File: src/core/irq_ctrl_pkg.sv
// package: register map, field layout, vectors and carrier types of the interrupt controller
package irq_ctrl_pkg;

  // ------------------------------------------------------------
  // register map (byte addresses on the apb bus)
  // ------------------------------------------------------------
  localparam logic [7:0]  OFS_SENSE1     = 8'h00;
  localparam logic [7:0]  OFS_STATUS     = 8'h04;
  localparam logic [7:0]  OFS_PENDING    = 8'h08;
  localparam logic [5:0]  SENSE1_RESET   = 6'h00;
  localparam int          LINE0_SENSE_LSB = 0;
  localparam int          LINE1_SENSE_LSB = 2;
  localparam int          LINE2_SENSE_LSB = 4;
  localparam int          STAT_MASK_BIT  = 0;
  localparam int          STAT_BUSY_BIT  = 1;
  localparam int          STAT_SEL_LSB   = 4;
  localparam logic        MASK_RESET     = 1'b1;

  // ------------------------------------------------------------
  // sensitivity encodings
  // ------------------------------------------------------------
  localparam logic [1:0]  SENSE_FALL_LOW = 2'h0;
  localparam logic [1:0]  SENSE_RISE     = 2'h1;
  localparam logic [1:0]  SENSE_FALL     = 2'h2;
  localparam logic [1:0]  SENSE_BOTH     = 2'h3;
  localparam logic [1:0]  SENSE_L34      = 2'h0;

  // ------------------------------------------------------------
  // vectors and source indices
  // ------------------------------------------------------------
  localparam int          NUM_VEC   = 14;
  localparam int          NUM_EXT   = 5;
  localparam int          NUM_PER   = 6;
  localparam logic [4:0]  IDX_TRAP  = 5'h0e;
  localparam logic [15:0] VEC_RESET = 16'hfffe;
  localparam logic [15:0] VEC_TRAP  = 16'hfffc;
  localparam logic [15:0] VEC_TOP   = 16'hfffa;
  localparam logic [13:0] WAKE_HALT_MASK   = 14'h002e;
  localparam logic [13:0] WAKE_AWU_MASK    = 14'h002f;
  localparam logic [13:0] WAKE_ACTIVE_MASK = 14'h0a6e;

  // ------------------------------------------------------------
  // stacking order codes
  // ------------------------------------------------------------
  localparam logic [2:0]  PUSH_PCL = 3'h0;
  localparam logic [2:0]  PUSH_PCH = 3'h1;
  localparam logic [2:0]  PUSH_X   = 3'h2;
  localparam logic [2:0]  PUSH_A   = 3'h3;
  localparam logic [2:0]  PUSH_CC  = 3'h4;

  typedef enum logic [2:0] {PM_RUN, PM_WAIT, PM_HALT, PM_ACTIVE_HALT, PM_AWU_HALT} power_mode_t;

  typedef struct packed {
    logic        psel;
    logic        penable;
    logic        pwrite;
    logic [7:0]  paddr;
    logic [31:0] pwdata;
  } apb_req_t;

  typedef struct packed {
    logic        pready;
    logic        pslverr;
    logic [31:0] prdata;
  } apb_rsp_t;

  typedef struct packed {
    logic       busy;
    logic       pushStrobe;
    logic [2:0] pushSel;
    logic       loadPc;
    logic       fetch;
  } core_ctl_t;

endpackage

File: src/core/cpu_interrupt_controller.sv
// interrupt controller: pin sensing, request latches, priority, entry sequence, wakeup
//
// Behaviour
// - maskable requests reach the core only while the global mask is clear.
// - requests arriving while disabled stay latched and get serviced once enabled.
// - after reset the global mask is set, all maskable requests disabled.
// - entry waits instruction end, stacks PC X A CC, sets mask, loads vector, fetches.
// - return instruction restores stacked mask bit and resumes the program.
// - a running handler is not preempted since entry sets the mask.
// - fixed priority: reset, trap, then ascending vector numbers.
// - every source wakes from wait; only chosen ones wake from halt.
// - the trap instruction always enters its service sequence, mask ignored.
// - edge requests latch and clear automatically on entry to their routine.
// - peripheral flag requests need clear mask and enable, else stay pending.
// - peripheral requests clear by writing zero or the flag clearing sequence.
// - the clearing sequence resets the internal latch, dropping pending requests.
// - two-byte vectors descend from reset, trap, vector 0 down to 13.
// - halt exit depends on the source and on the kind of halt.
// - two-bit sense field picks fall+low, rise, fall, or both edges.
// - sense register holds line 2 at 5:4, line 1 at 3:2, line 0 at 1:0.
// - sense register writes take effect only while the global mask is set.
// - the chosen sensitivity applies to that line's request signal.
//
// Added by the designer: register access over APB and the placing of the registers.
`timescale 1ns/10ps
`default_nettype none
module cpu_interrupt_controller
  import irq_ctrl_pkg::*;
(
  input  wire logic              clk,
  input  wire logic              arst_n,
  input  wire apb_req_t          apbReq,
  output apb_rsp_t               apbRsp,
  input  wire logic [NUM_EXT-1:0] extLine,
  input  wire logic [NUM_PER-1:0] perFlag,
  input  wire logic [NUM_PER-1:0] perEnable,
  input  wire logic [NUM_PER-1:0] perClear,
  input  wire logic              instrDone,
  input  wire logic              trapInstr,
  input  wire logic              iretInstr,
  input  wire logic              stackedMask,
  input  wire logic              maskSet,
  input  wire logic              maskClr,
  input  wire power_mode_t       powerMode,
  output core_ctl_t              coreCtl,
  output logic [15:0]            vectorAddr,
  output logic                   globalMask,
  output logic                   wakeUp
);

  // ------------------------------------------------------------
  // helpers
  // ------------------------------------------------------------
  function automatic logic [4:0] firstSet(input logic [NUM_VEC-1:0] v);
    logic [4:0] r;
    r = 5'h1f;
    for (int i = NUM_VEC - 1; i >= 0; i--) begin
      if (v[i]) begin
        r = 5'(i);
      end
    end
    return r;
  endfunction

  function automatic logic [15:0] vecOf(input logic [4:0] idx);
    logic [15:0] r;
    r = VEC_TRAP;
    if (idx != IDX_TRAP) begin
      r = VEC_TOP - {10'h000, idx, 1'b0};
    end
    return r;
  endfunction

  function automatic logic [4:0] extVec(input int i);
    logic [4:0] r;
    r = (i < 3) ? 5'(i + 1) : 5'(i + 2);
    return r;
  endfunction

  // ------------------------------------------------------------
  // register bus
  // ------------------------------------------------------------
  typedef enum logic [2:0] {ST_IDLE, ST_PUSH_PCL, ST_PUSH_PCH, ST_PUSH_X, ST_PUSH_A, ST_PUSH_CC,
                            ST_LOAD, ST_FETCH} entry_state_t;

  entry_state_t       state;
  entry_state_t       next_state;
  logic [5:0]         sense;
  logic [4:0]         selIdx;
  logic [NUM_VEC-1:0] pend;
  logic               firstCycle;
  logic [31:0]        readData;
  wire                apbSetup  = apbReq.psel && !apbReq.penable;
  wire                apbWrite  = apbReq.psel && apbReq.penable && apbReq.pwrite && apbRsp.pready;
  wire                hitSense  = apbReq.paddr == OFS_SENSE1;
  wire                hitStatus = apbReq.paddr == OFS_STATUS;
  wire                hitPend   = apbReq.paddr == OFS_PENDING;
  wire                mapped    = hitSense || hitStatus || hitPend;
  wire                senseWr   = apbWrite && hitSense && globalMask;

  // reserved bits above the fields read as zero
  always_comb begin
    readData = 32'h0000_0000;
    if (hitSense) begin
      readData[5:0] = sense;
    end else if (hitStatus) begin
      readData[STAT_MASK_BIT] = globalMask;
      readData[STAT_BUSY_BIT] = state != ST_IDLE;
      readData[STAT_SEL_LSB +: 5] = selIdx;
    end else if (hitPend) begin
      readData[NUM_VEC-1:0] = pend;
    end
  end

  // no wait state: pready is high in the first access cycle that follows each setup
  always_ff @(posedge clk or negedge arst_n) begin
    if (!arst_n) begin
      apbRsp <= '0;
    end else begin
      apbRsp.pready  <= apbSetup;
      apbRsp.pslverr <= apbSetup && !mapped;
      apbRsp.prdata  <= apbSetup ? readData : 32'h0000_0000;
    end
  end

  // a write with the mask clear is accepted on the bus but leaves the field alone
  always_ff @(posedge clk or negedge arst_n) begin
    if (!arst_n) begin
      sense <= SENSE1_RESET;
    end else if (senseWr) begin
      sense <= apbReq.pwdata[5:0];
    end
  end

  // ------------------------------------------------------------
  // external lines
  // ------------------------------------------------------------
  logic [NUM_EXT-1:0] extReq;
  logic [NUM_EXT-1:0] extLatch;
  logic [NUM_EXT-1:0] extHit;
  logic [NUM_EXT-1:0] extClr;
  logic [1:0]         lineMode [NUM_EXT];

  assign lineMode[0] = sense[LINE0_SENSE_LSB +: 2];
  assign lineMode[1] = sense[LINE1_SENSE_LSB +: 2];
  assign lineMode[2] = sense[LINE2_SENSE_LSB +: 2];
  assign lineMode[3] = SENSE_L34;
  assign lineMode[4] = SENSE_L34;

  for (genvar g = 0; g < NUM_EXT; g++) begin : gExt
    logic s1;
    logic s2;
    logic s3;
    logic flt;
    wire  fltNext = (s2 == s3) ? s3 : flt;
    wire  rise    = !flt && fltNext;
    wire  fall    = flt && !fltNext;

    // filtered level resets high so an idle pull-up gives no spurious edge
    always_ff @(posedge clk or negedge arst_n) begin
      if (!arst_n) begin
        s1  <= 1'b1;
        s2  <= 1'b1;
        s3  <= 1'b1;
        flt <= 1'b1;
      end else begin
        s1  <= extLine[g];
        s2  <= s1;
        s3  <= s2;
        flt <= fltNext;
      end
    end

    assign extHit[g] = (lineMode[g] == SENSE_RISE && rise) ||
                       ((lineMode[g] == SENSE_FALL || lineMode[g] == SENSE_FALL_LOW) && fall) ||
                       (lineMode[g] == SENSE_BOTH && (rise || fall));
    assign extClr[g] = state == ST_LOAD && selIdx == extVec(g);

    // a new edge in the clearing cycle wins
    always_ff @(posedge clk or negedge arst_n) begin
      if (!arst_n) begin
        extLatch[g] <= 1'b0;
      end else if (extHit[g]) begin
        extLatch[g] <= 1'b1;
      end else if (extClr[g]) begin
        extLatch[g] <= 1'b0;
      end
    end

    assign extReq[g] = extLatch[g] || (lineMode[g] == SENSE_FALL_LOW && !flt);
  end

  // ------------------------------------------------------------
  // peripheral latches
  // ------------------------------------------------------------
  logic [NUM_PER-1:0] perLatch;
  logic [NUM_PER-1:0] perPrev;
  wire  [NUM_PER-1:0] perSet = perFlag & ~perPrev;
  wire  [NUM_PER-1:0] perReq = perLatch & perEnable;

  for (genvar g = 0; g < NUM_PER; g++) begin : gPer
    // the peripheral pulses perClear when its flag is cleared; pending state is dropped
    always_ff @(posedge clk or negedge arst_n) begin
      if (!arst_n) begin
        perPrev[g]  <= 1'b0;
        perLatch[g] <= 1'b0;
      end else begin
        perPrev[g] <= perFlag[g];
        if (perSet[g]) begin
          perLatch[g] <= 1'b1;
        end else if (perClear[g]) begin
          perLatch[g] <= 1'b0;
        end
      end
    end
  end

  // vectors 4, 12 and 13 have no source
  assign pend = {2'b00, perReq[5], perReq[4], perReq[3], perReq[2], perReq[1],
                 extReq[4], extReq[3], 1'b0, extReq[2], extReq[1], extReq[0], perReq[0]};

  // ------------------------------------------------------------
  // entry sequence
  // ------------------------------------------------------------
  wire takeIrq = (|pend) && !globalMask;
  wire enter   = state == ST_IDLE && instrDone && (trapInstr || takeIrq);

  always_comb begin
    next_state = state;
    case (state)
      ST_IDLE:     next_state = enter ? ST_PUSH_PCL : ST_IDLE;
      ST_PUSH_PCL: next_state = ST_PUSH_PCH;
      ST_PUSH_PCH: next_state = ST_PUSH_X;
      ST_PUSH_X:   next_state = ST_PUSH_A;
      ST_PUSH_A:   next_state = ST_PUSH_CC;
      ST_PUSH_CC:  next_state = ST_LOAD;
      ST_LOAD:     next_state = ST_FETCH;
      ST_FETCH:    next_state = ST_IDLE;
      default:     next_state = ST_IDLE;
    endcase
  end

  core_ctl_t next_coreCtl;

  always_comb begin
    next_coreCtl = '0;
    next_coreCtl.busy = next_state != ST_IDLE;
    case (next_state)
      ST_PUSH_PCL: next_coreCtl.pushSel = PUSH_PCL;
      ST_PUSH_PCH: next_coreCtl.pushSel = PUSH_PCH;
      ST_PUSH_X:   next_coreCtl.pushSel = PUSH_X;
      ST_PUSH_A:   next_coreCtl.pushSel = PUSH_A;
      ST_PUSH_CC:  next_coreCtl.pushSel = PUSH_CC;
      default:     next_coreCtl.pushSel = PUSH_PCL;
    endcase
    next_coreCtl.pushStrobe = next_state inside {ST_PUSH_PCL, ST_PUSH_PCH, ST_PUSH_X, ST_PUSH_A,
                                                 ST_PUSH_CC};
    next_coreCtl.loadPc = next_state == ST_LOAD;
    next_coreCtl.fetch  = next_state == ST_FETCH;
  end

  // the source is frozen at instruction end; later arrivals wait for the next entry
  always_ff @(posedge clk or negedge arst_n) begin
    if (!arst_n) begin
      state      <= ST_IDLE;
      coreCtl    <= '0;
      selIdx     <= IDX_TRAP;
      vectorAddr <= VEC_RESET;
      firstCycle <= 1'b1;
    end else begin
      state      <= next_state;
      coreCtl    <= next_coreCtl;
      firstCycle <= 1'b0;
      if (enter) begin
        selIdx <= trapInstr ? IDX_TRAP : firstSet(pend);
      end
      if (state == ST_PUSH_CC) begin
        vectorAddr <= vecOf(selIdx);
      end
    end
  end

  // entry wins over the core's own mask instructions
  always_ff @(posedge clk or negedge arst_n) begin
    if (!arst_n) begin
      globalMask <= MASK_RESET;
    end else if (state == ST_PUSH_CC) begin
      globalMask <= 1'b1;
    end else if (state == ST_IDLE && iretInstr) begin
      globalMask <= stackedMask;
    end else if (maskSet) begin
      globalMask <= 1'b1;
    end else if (maskClr) begin
      globalMask <= 1'b0;
    end
  end

  // ------------------------------------------------------------
  // low power exit
  // ------------------------------------------------------------
  logic next_wakeUp;

  always_comb begin
    case (powerMode)
      PM_WAIT:        next_wakeUp = |pend;
      PM_HALT:        next_wakeUp = |(pend & WAKE_HALT_MASK);
      PM_AWU_HALT:    next_wakeUp = |(pend & WAKE_AWU_MASK);
      PM_ACTIVE_HALT: next_wakeUp = |(pend & WAKE_ACTIVE_MASK);
      default:        next_wakeUp = 1'b0;
    endcase
  end

  always_ff @(posedge clk or negedge arst_n) begin
    if (!arst_n) begin
      wakeUp <= 1'b0;
    end else begin
      wakeUp <= next_wakeUp;
    end
  end
endmodule
`default_nettype wire

File: config.mk
export PLATFORM = sky130hd
export DESIGN_NAME = cpu_interrupt_controller
export DESIGN_NICKNAME = d
export VERILOG_FILES = /design/src/core/irq_ctrl_pkg.sv /design/src/core/cpu_interrupt_controller.sv
export SDC_FILE = /design/constraint.sdc
export NUM_CORES = 1
export LEC_CHECK = 0
export BUFFER_PORTS_ARGS = -buffer_cell sky130_fd_sc_hd__buf_2
export CAP_MARGIN = 25
export CORE_ASPECT_RATIO = 2
export CORE_MARGIN = 4
export CORE_UTILIZATION = 40
export CTS_BUF_LIST = sky130_fd_sc_hd__clkbuf_4 sky130_fd_sc_hd__clkbuf_8
export DETAILED_ROUTE_END_ITERATION = 6
export PLACE_DENSITY = 0.79
export SETUP_SLACK_MARGIN = 0.2
export SYNTH_ARGS = -nofsm -noshare
export SYNTH_HDL_FRONTEND = slang
export SYNTH_SLANG_ARGS = --single-unit
File: constraint.sdc
create_clock -name clk -period 4 [get_ports clk]
set_clock_uncertainty 0.1 [all_clocks]
set_input_delay 1 -clock clk [delete_from_list [all_inputs] [get_ports clk]]
set_output_delay 1 -clock clk [all_outputs]
set_load 0.02 [all_outputs]
==> impl_metrics.yaml <==
status:
  run_status: "finished, final reports clean"
timing:
  layout_min_cycle_time_ps: 2520
  max_slew.worst_pin.slew_ps: 751
  timing.final.max_slew_violations: 0
  grt_setup_unrepaired: "no"
  final_hold_viol_count: 0
  timing.slew.headroom: 0.495
  finalHoldWorstSlack_ps: 258
  post-route-period-util: 0.630
  achievable-frequency_mhz: 397
  final_setup_violation_count: 0
  setup_tns_ps: 0
synthesis:
  post_synth_instance_area_mm2: 0.00359
  synth_enable_flop_cells: 0
  synth.distinct_cells: 46
  synth-adder-area-share: 0.0244
  sequential_fraction_of_the_synthesis_area: 0.569
  ffs_w_async_s_r_synth: 1.00
  flip_flop_and_latch_count_after_synthesis: 80
  yosys.area.top_type_share: 0.349
  yosys-top-cells-area: "sky130_fd_sc_hd__dfrtp_1 (35%), sky130_fd_sc_hd__dfstp_2 (22%), sky130_fd_sc_hd__buf_4 (6.3%)"
  synth_area_leader_cell: "sky130_fd_sc_hd__dfrtp_1"
  synthesis.instances: 342
  ys.flop_type: "sky130_fd_sc_hd__dfrtp_1"
  synthMuxAreaShare: 0.0331
  syn_area_per_cell_um2: 10.5
  synth_compound_area_frac: 0.121
  synth_top_family_by_area: "simple AND/OR/NAND/NOR gates"
  synth_simple_gate_area_frac: 0.147
  synth-xor-area-share: 0.00488
  yosysWarnings: 0
clock_tree:
  cts_buffers: 9
  htree_num_levels: 3
  clk_transition_reported_paths_ps: 80
  tritoncts_clock_tree: "done"
  holdBufCountCts: 0
  cts_setup_buffers: 0
  clock_tree_root: "sky130_fd_sc_hd__clkbuf_8"
  cts_buffer_depth: 2
  worstSkewPairLatency_ps: 360
  tritoncts_num_sinks: 80
  cts_repair_resize_count: 0
layout:
  area_delta_synth_final_pct: 17.6
  final_layout_size_suffix_gt1_frac: 0.321
  final_common_cell: "sky130_fd_sc_hd__buf_2"
  postLayoutCoreUtil: 0.485
  layout_common_cells: "sky130_fd_sc_hd__buf_2 (78), sky130_fd_sc_hd__dfrtp_1 (50), sky130_fd_sc_hd__nor2_1 (33)"
  nNetsFinal: 509
  antenna-diode-count: 0
  layout.filler_cells: 822
  final_design_area_no_fill_mm2: 0.00422
  ff_latch_area_mm2: 0.00204
  area_used_by_multi_input_combinational_logic_mm2: 0.00130
worst_hold_path:
  worstHoldPathType: "reg -> reg"
routing:
  route.top_layer_used: "met4"
  drt_iter0_markers: 133
  routed_wire_length_per_instance_um: 14.8
  postRouteWirelength_um: 7830
  first_pass_iters: 4
  drt_drc_violations_left: 0
  route.met2.wl_um: 4360
  detailroute.via_count: 2587
  ant_nets_after_route: 0
  via_per_inst: 4.88
  detailroute.wirelength.met3_um: 543
  m1WireLength_um: 2680
global_routing:
  grt_start_max_net_pins: 81
  globalRouteTotalUtil: 0.159
  grt_overflow: 0
  grt_pass1_vias: 2596
  grt_first_pass_wirelength_um: 12500
  grt_antenna_before_repair: 0
worst_setup_path:
  worst-setup-path-type: "in -> reg"
  worst_setup_path_start_kind: "input pin"
  worstSetupEndpointType: "register"
  worst-path-max-fanout: 6
  cp_data_arrival_time_ps: 2660
  timing.critical_path.required_ps: 4140
die:
  die_area_mm2: 0.0106
  die-width_um: 75.0
  die_outline_height_um: 142
  placement_rows: 48
  floorplan.initialDensity: 0.412
  core-area_mm2: 0.00871
  ios: 136
power_and_ir_drop:
  power-per-cell-area_mw_per_mm2: 554
  max-vdd-ir-drop_v: 0.000206
  p_leak_nw: 2.08
  report.power.total_w: 0.00234
placed_design:
  hpwl_um: 6150
  dpl_cell_area_mm2: 0.00397
  placement.io_buffers: 79
  place.gp.congestion: 0.906
flow_run:
  drv_cap: 0
==> cell families after synthesis <==
group | Yosys count
and+or+nand+nor | 108
DFF | 80
AOI/OAI and AO/OA | 68
other | 2
xor gates and xnor gates | 2
adders and majority gates | 7
muxes | 11
buffers and inverters | 64
==> flip-flops by register name, summed over array words and instances (netlist names), 6 cells and up <==
signal and cells:
coreCtl 7, perPrev 6, vectorAddr 6, sense 6, apbRsp 14, perLatch 6
==> synth_stat cells, types with 3 or more instances <==
library cell               number
sky130_fd_sc_hd__nor3_1         9
sky130_fd_sc_hd__a21oi_1       18
sky130_fd_sc_hd__ha_1           7
sky130_fd_sc_hd__nor2b_1        9
sky130_fd_sc_hd__mux2_2         7
sky130_fd_sc_hd__o21ai_0       15
sky130_fd_sc_hd__a21o_1         7
sky130_fd_sc_hd__mux2i_1        4
sky130_fd_sc_hd__nand2_1       23
sky130_fd_sc_hd__a32oi_1        3
sky130_fd_sc_hd__nand2b_1       6
sky130_fd_sc_hd__dfstp_2       30
sky130_fd_sc_hd__nor2_1        33
sky130_fd_sc_hd__nand3_1       13
sky130_fd_sc_hd__inv_1         27
sky130_fd_sc_hd__o22ai_1        6
sky130_fd_sc_hd__clkbuf_1       6
sky130_fd_sc_hd__a22oi_1        4
sky130_fd_sc_hd__buf_4         30
sky130_fd_sc_hd__dfrtp_1       50
==> metal layers <==
metal | GRT usage | vias to the layer above
met5 | 0 | -
met4 | 0.0722 | 0
met3 | 0.0454 | 18
met2 | 0.287 | 89
met1 | 0.160 | 1212
li1 | - | 1268
==> per-stage QoR <==
stage | worst slack [ps] | std cells
after global routing | 1350 | 530
after detailed placement | 1080 | 513
after CTS | 1460 | 529
after floorplan | 1390 | 370
after global placement | 1120 | 513
final | 1480 | 530
==> area by class of cell <==
cell class / count / area share
inverters: 27 / 0.0240
multi-input cells: 226 / 0.308
clock inverters: 5 / 0.0196
well taps: 100 / 0.0296
flip-flops and latches: 80 / 0.483
repair buffers: 81 / 0.103
clock buffers: 11 / 0.0329
==> worst paths after layout <==
kind / depth (start not counted) / start / slack (ps) / to
worst max-delay path: 6 / apbReq[37] / 1480 / sense[0]$_DFFE_PN0P_
worst min-delay path: 0 / gExt[1].s1$_DFF_PN1_ / 260 / gExt[1].s2$_DFF_PN1_
worst max register to register: 5 / gExt[1].flt$_DFF_PN1_ / 1620 / selIdx[0]$_DFFE_PN0P_
worst min register to register: 0 / gExt[1].s1$_DFF_PN1_ / 260 / gExt[1].s2$_DFF_PN1_
max in group asynchronous: 2 / arst_n / 2890 / selIdx[3]$_DFFE_PN1P_
min in group asynchronous: 1 / arst_n / 500 / gExt[3].s3$_DFF_PN1_
==> report_power, final <==
part	total [W]	internal [W]	switching, W
combinational	0.000563	0.000214	0.000349
clock	0.000644	0.000365	0.000279
sequential	0.00113	0.000992	0.000138
total	0.00234	0.00157	0.000766
==> critical path: stages <==
cell,delay (ps)
sky130_fd_sc_hd__buf_2,100
sky130_fd_sc_hd__nor4_2,300
sky130_fd_sc_hd__nand2_1,100
sky130_fd_sc_hd__or3_1,400
sky130_fd_sc_hd__nor3_4,380
sky130_fd_sc_hd__mux2_2,380
Power figures use the tool's default switching activity.
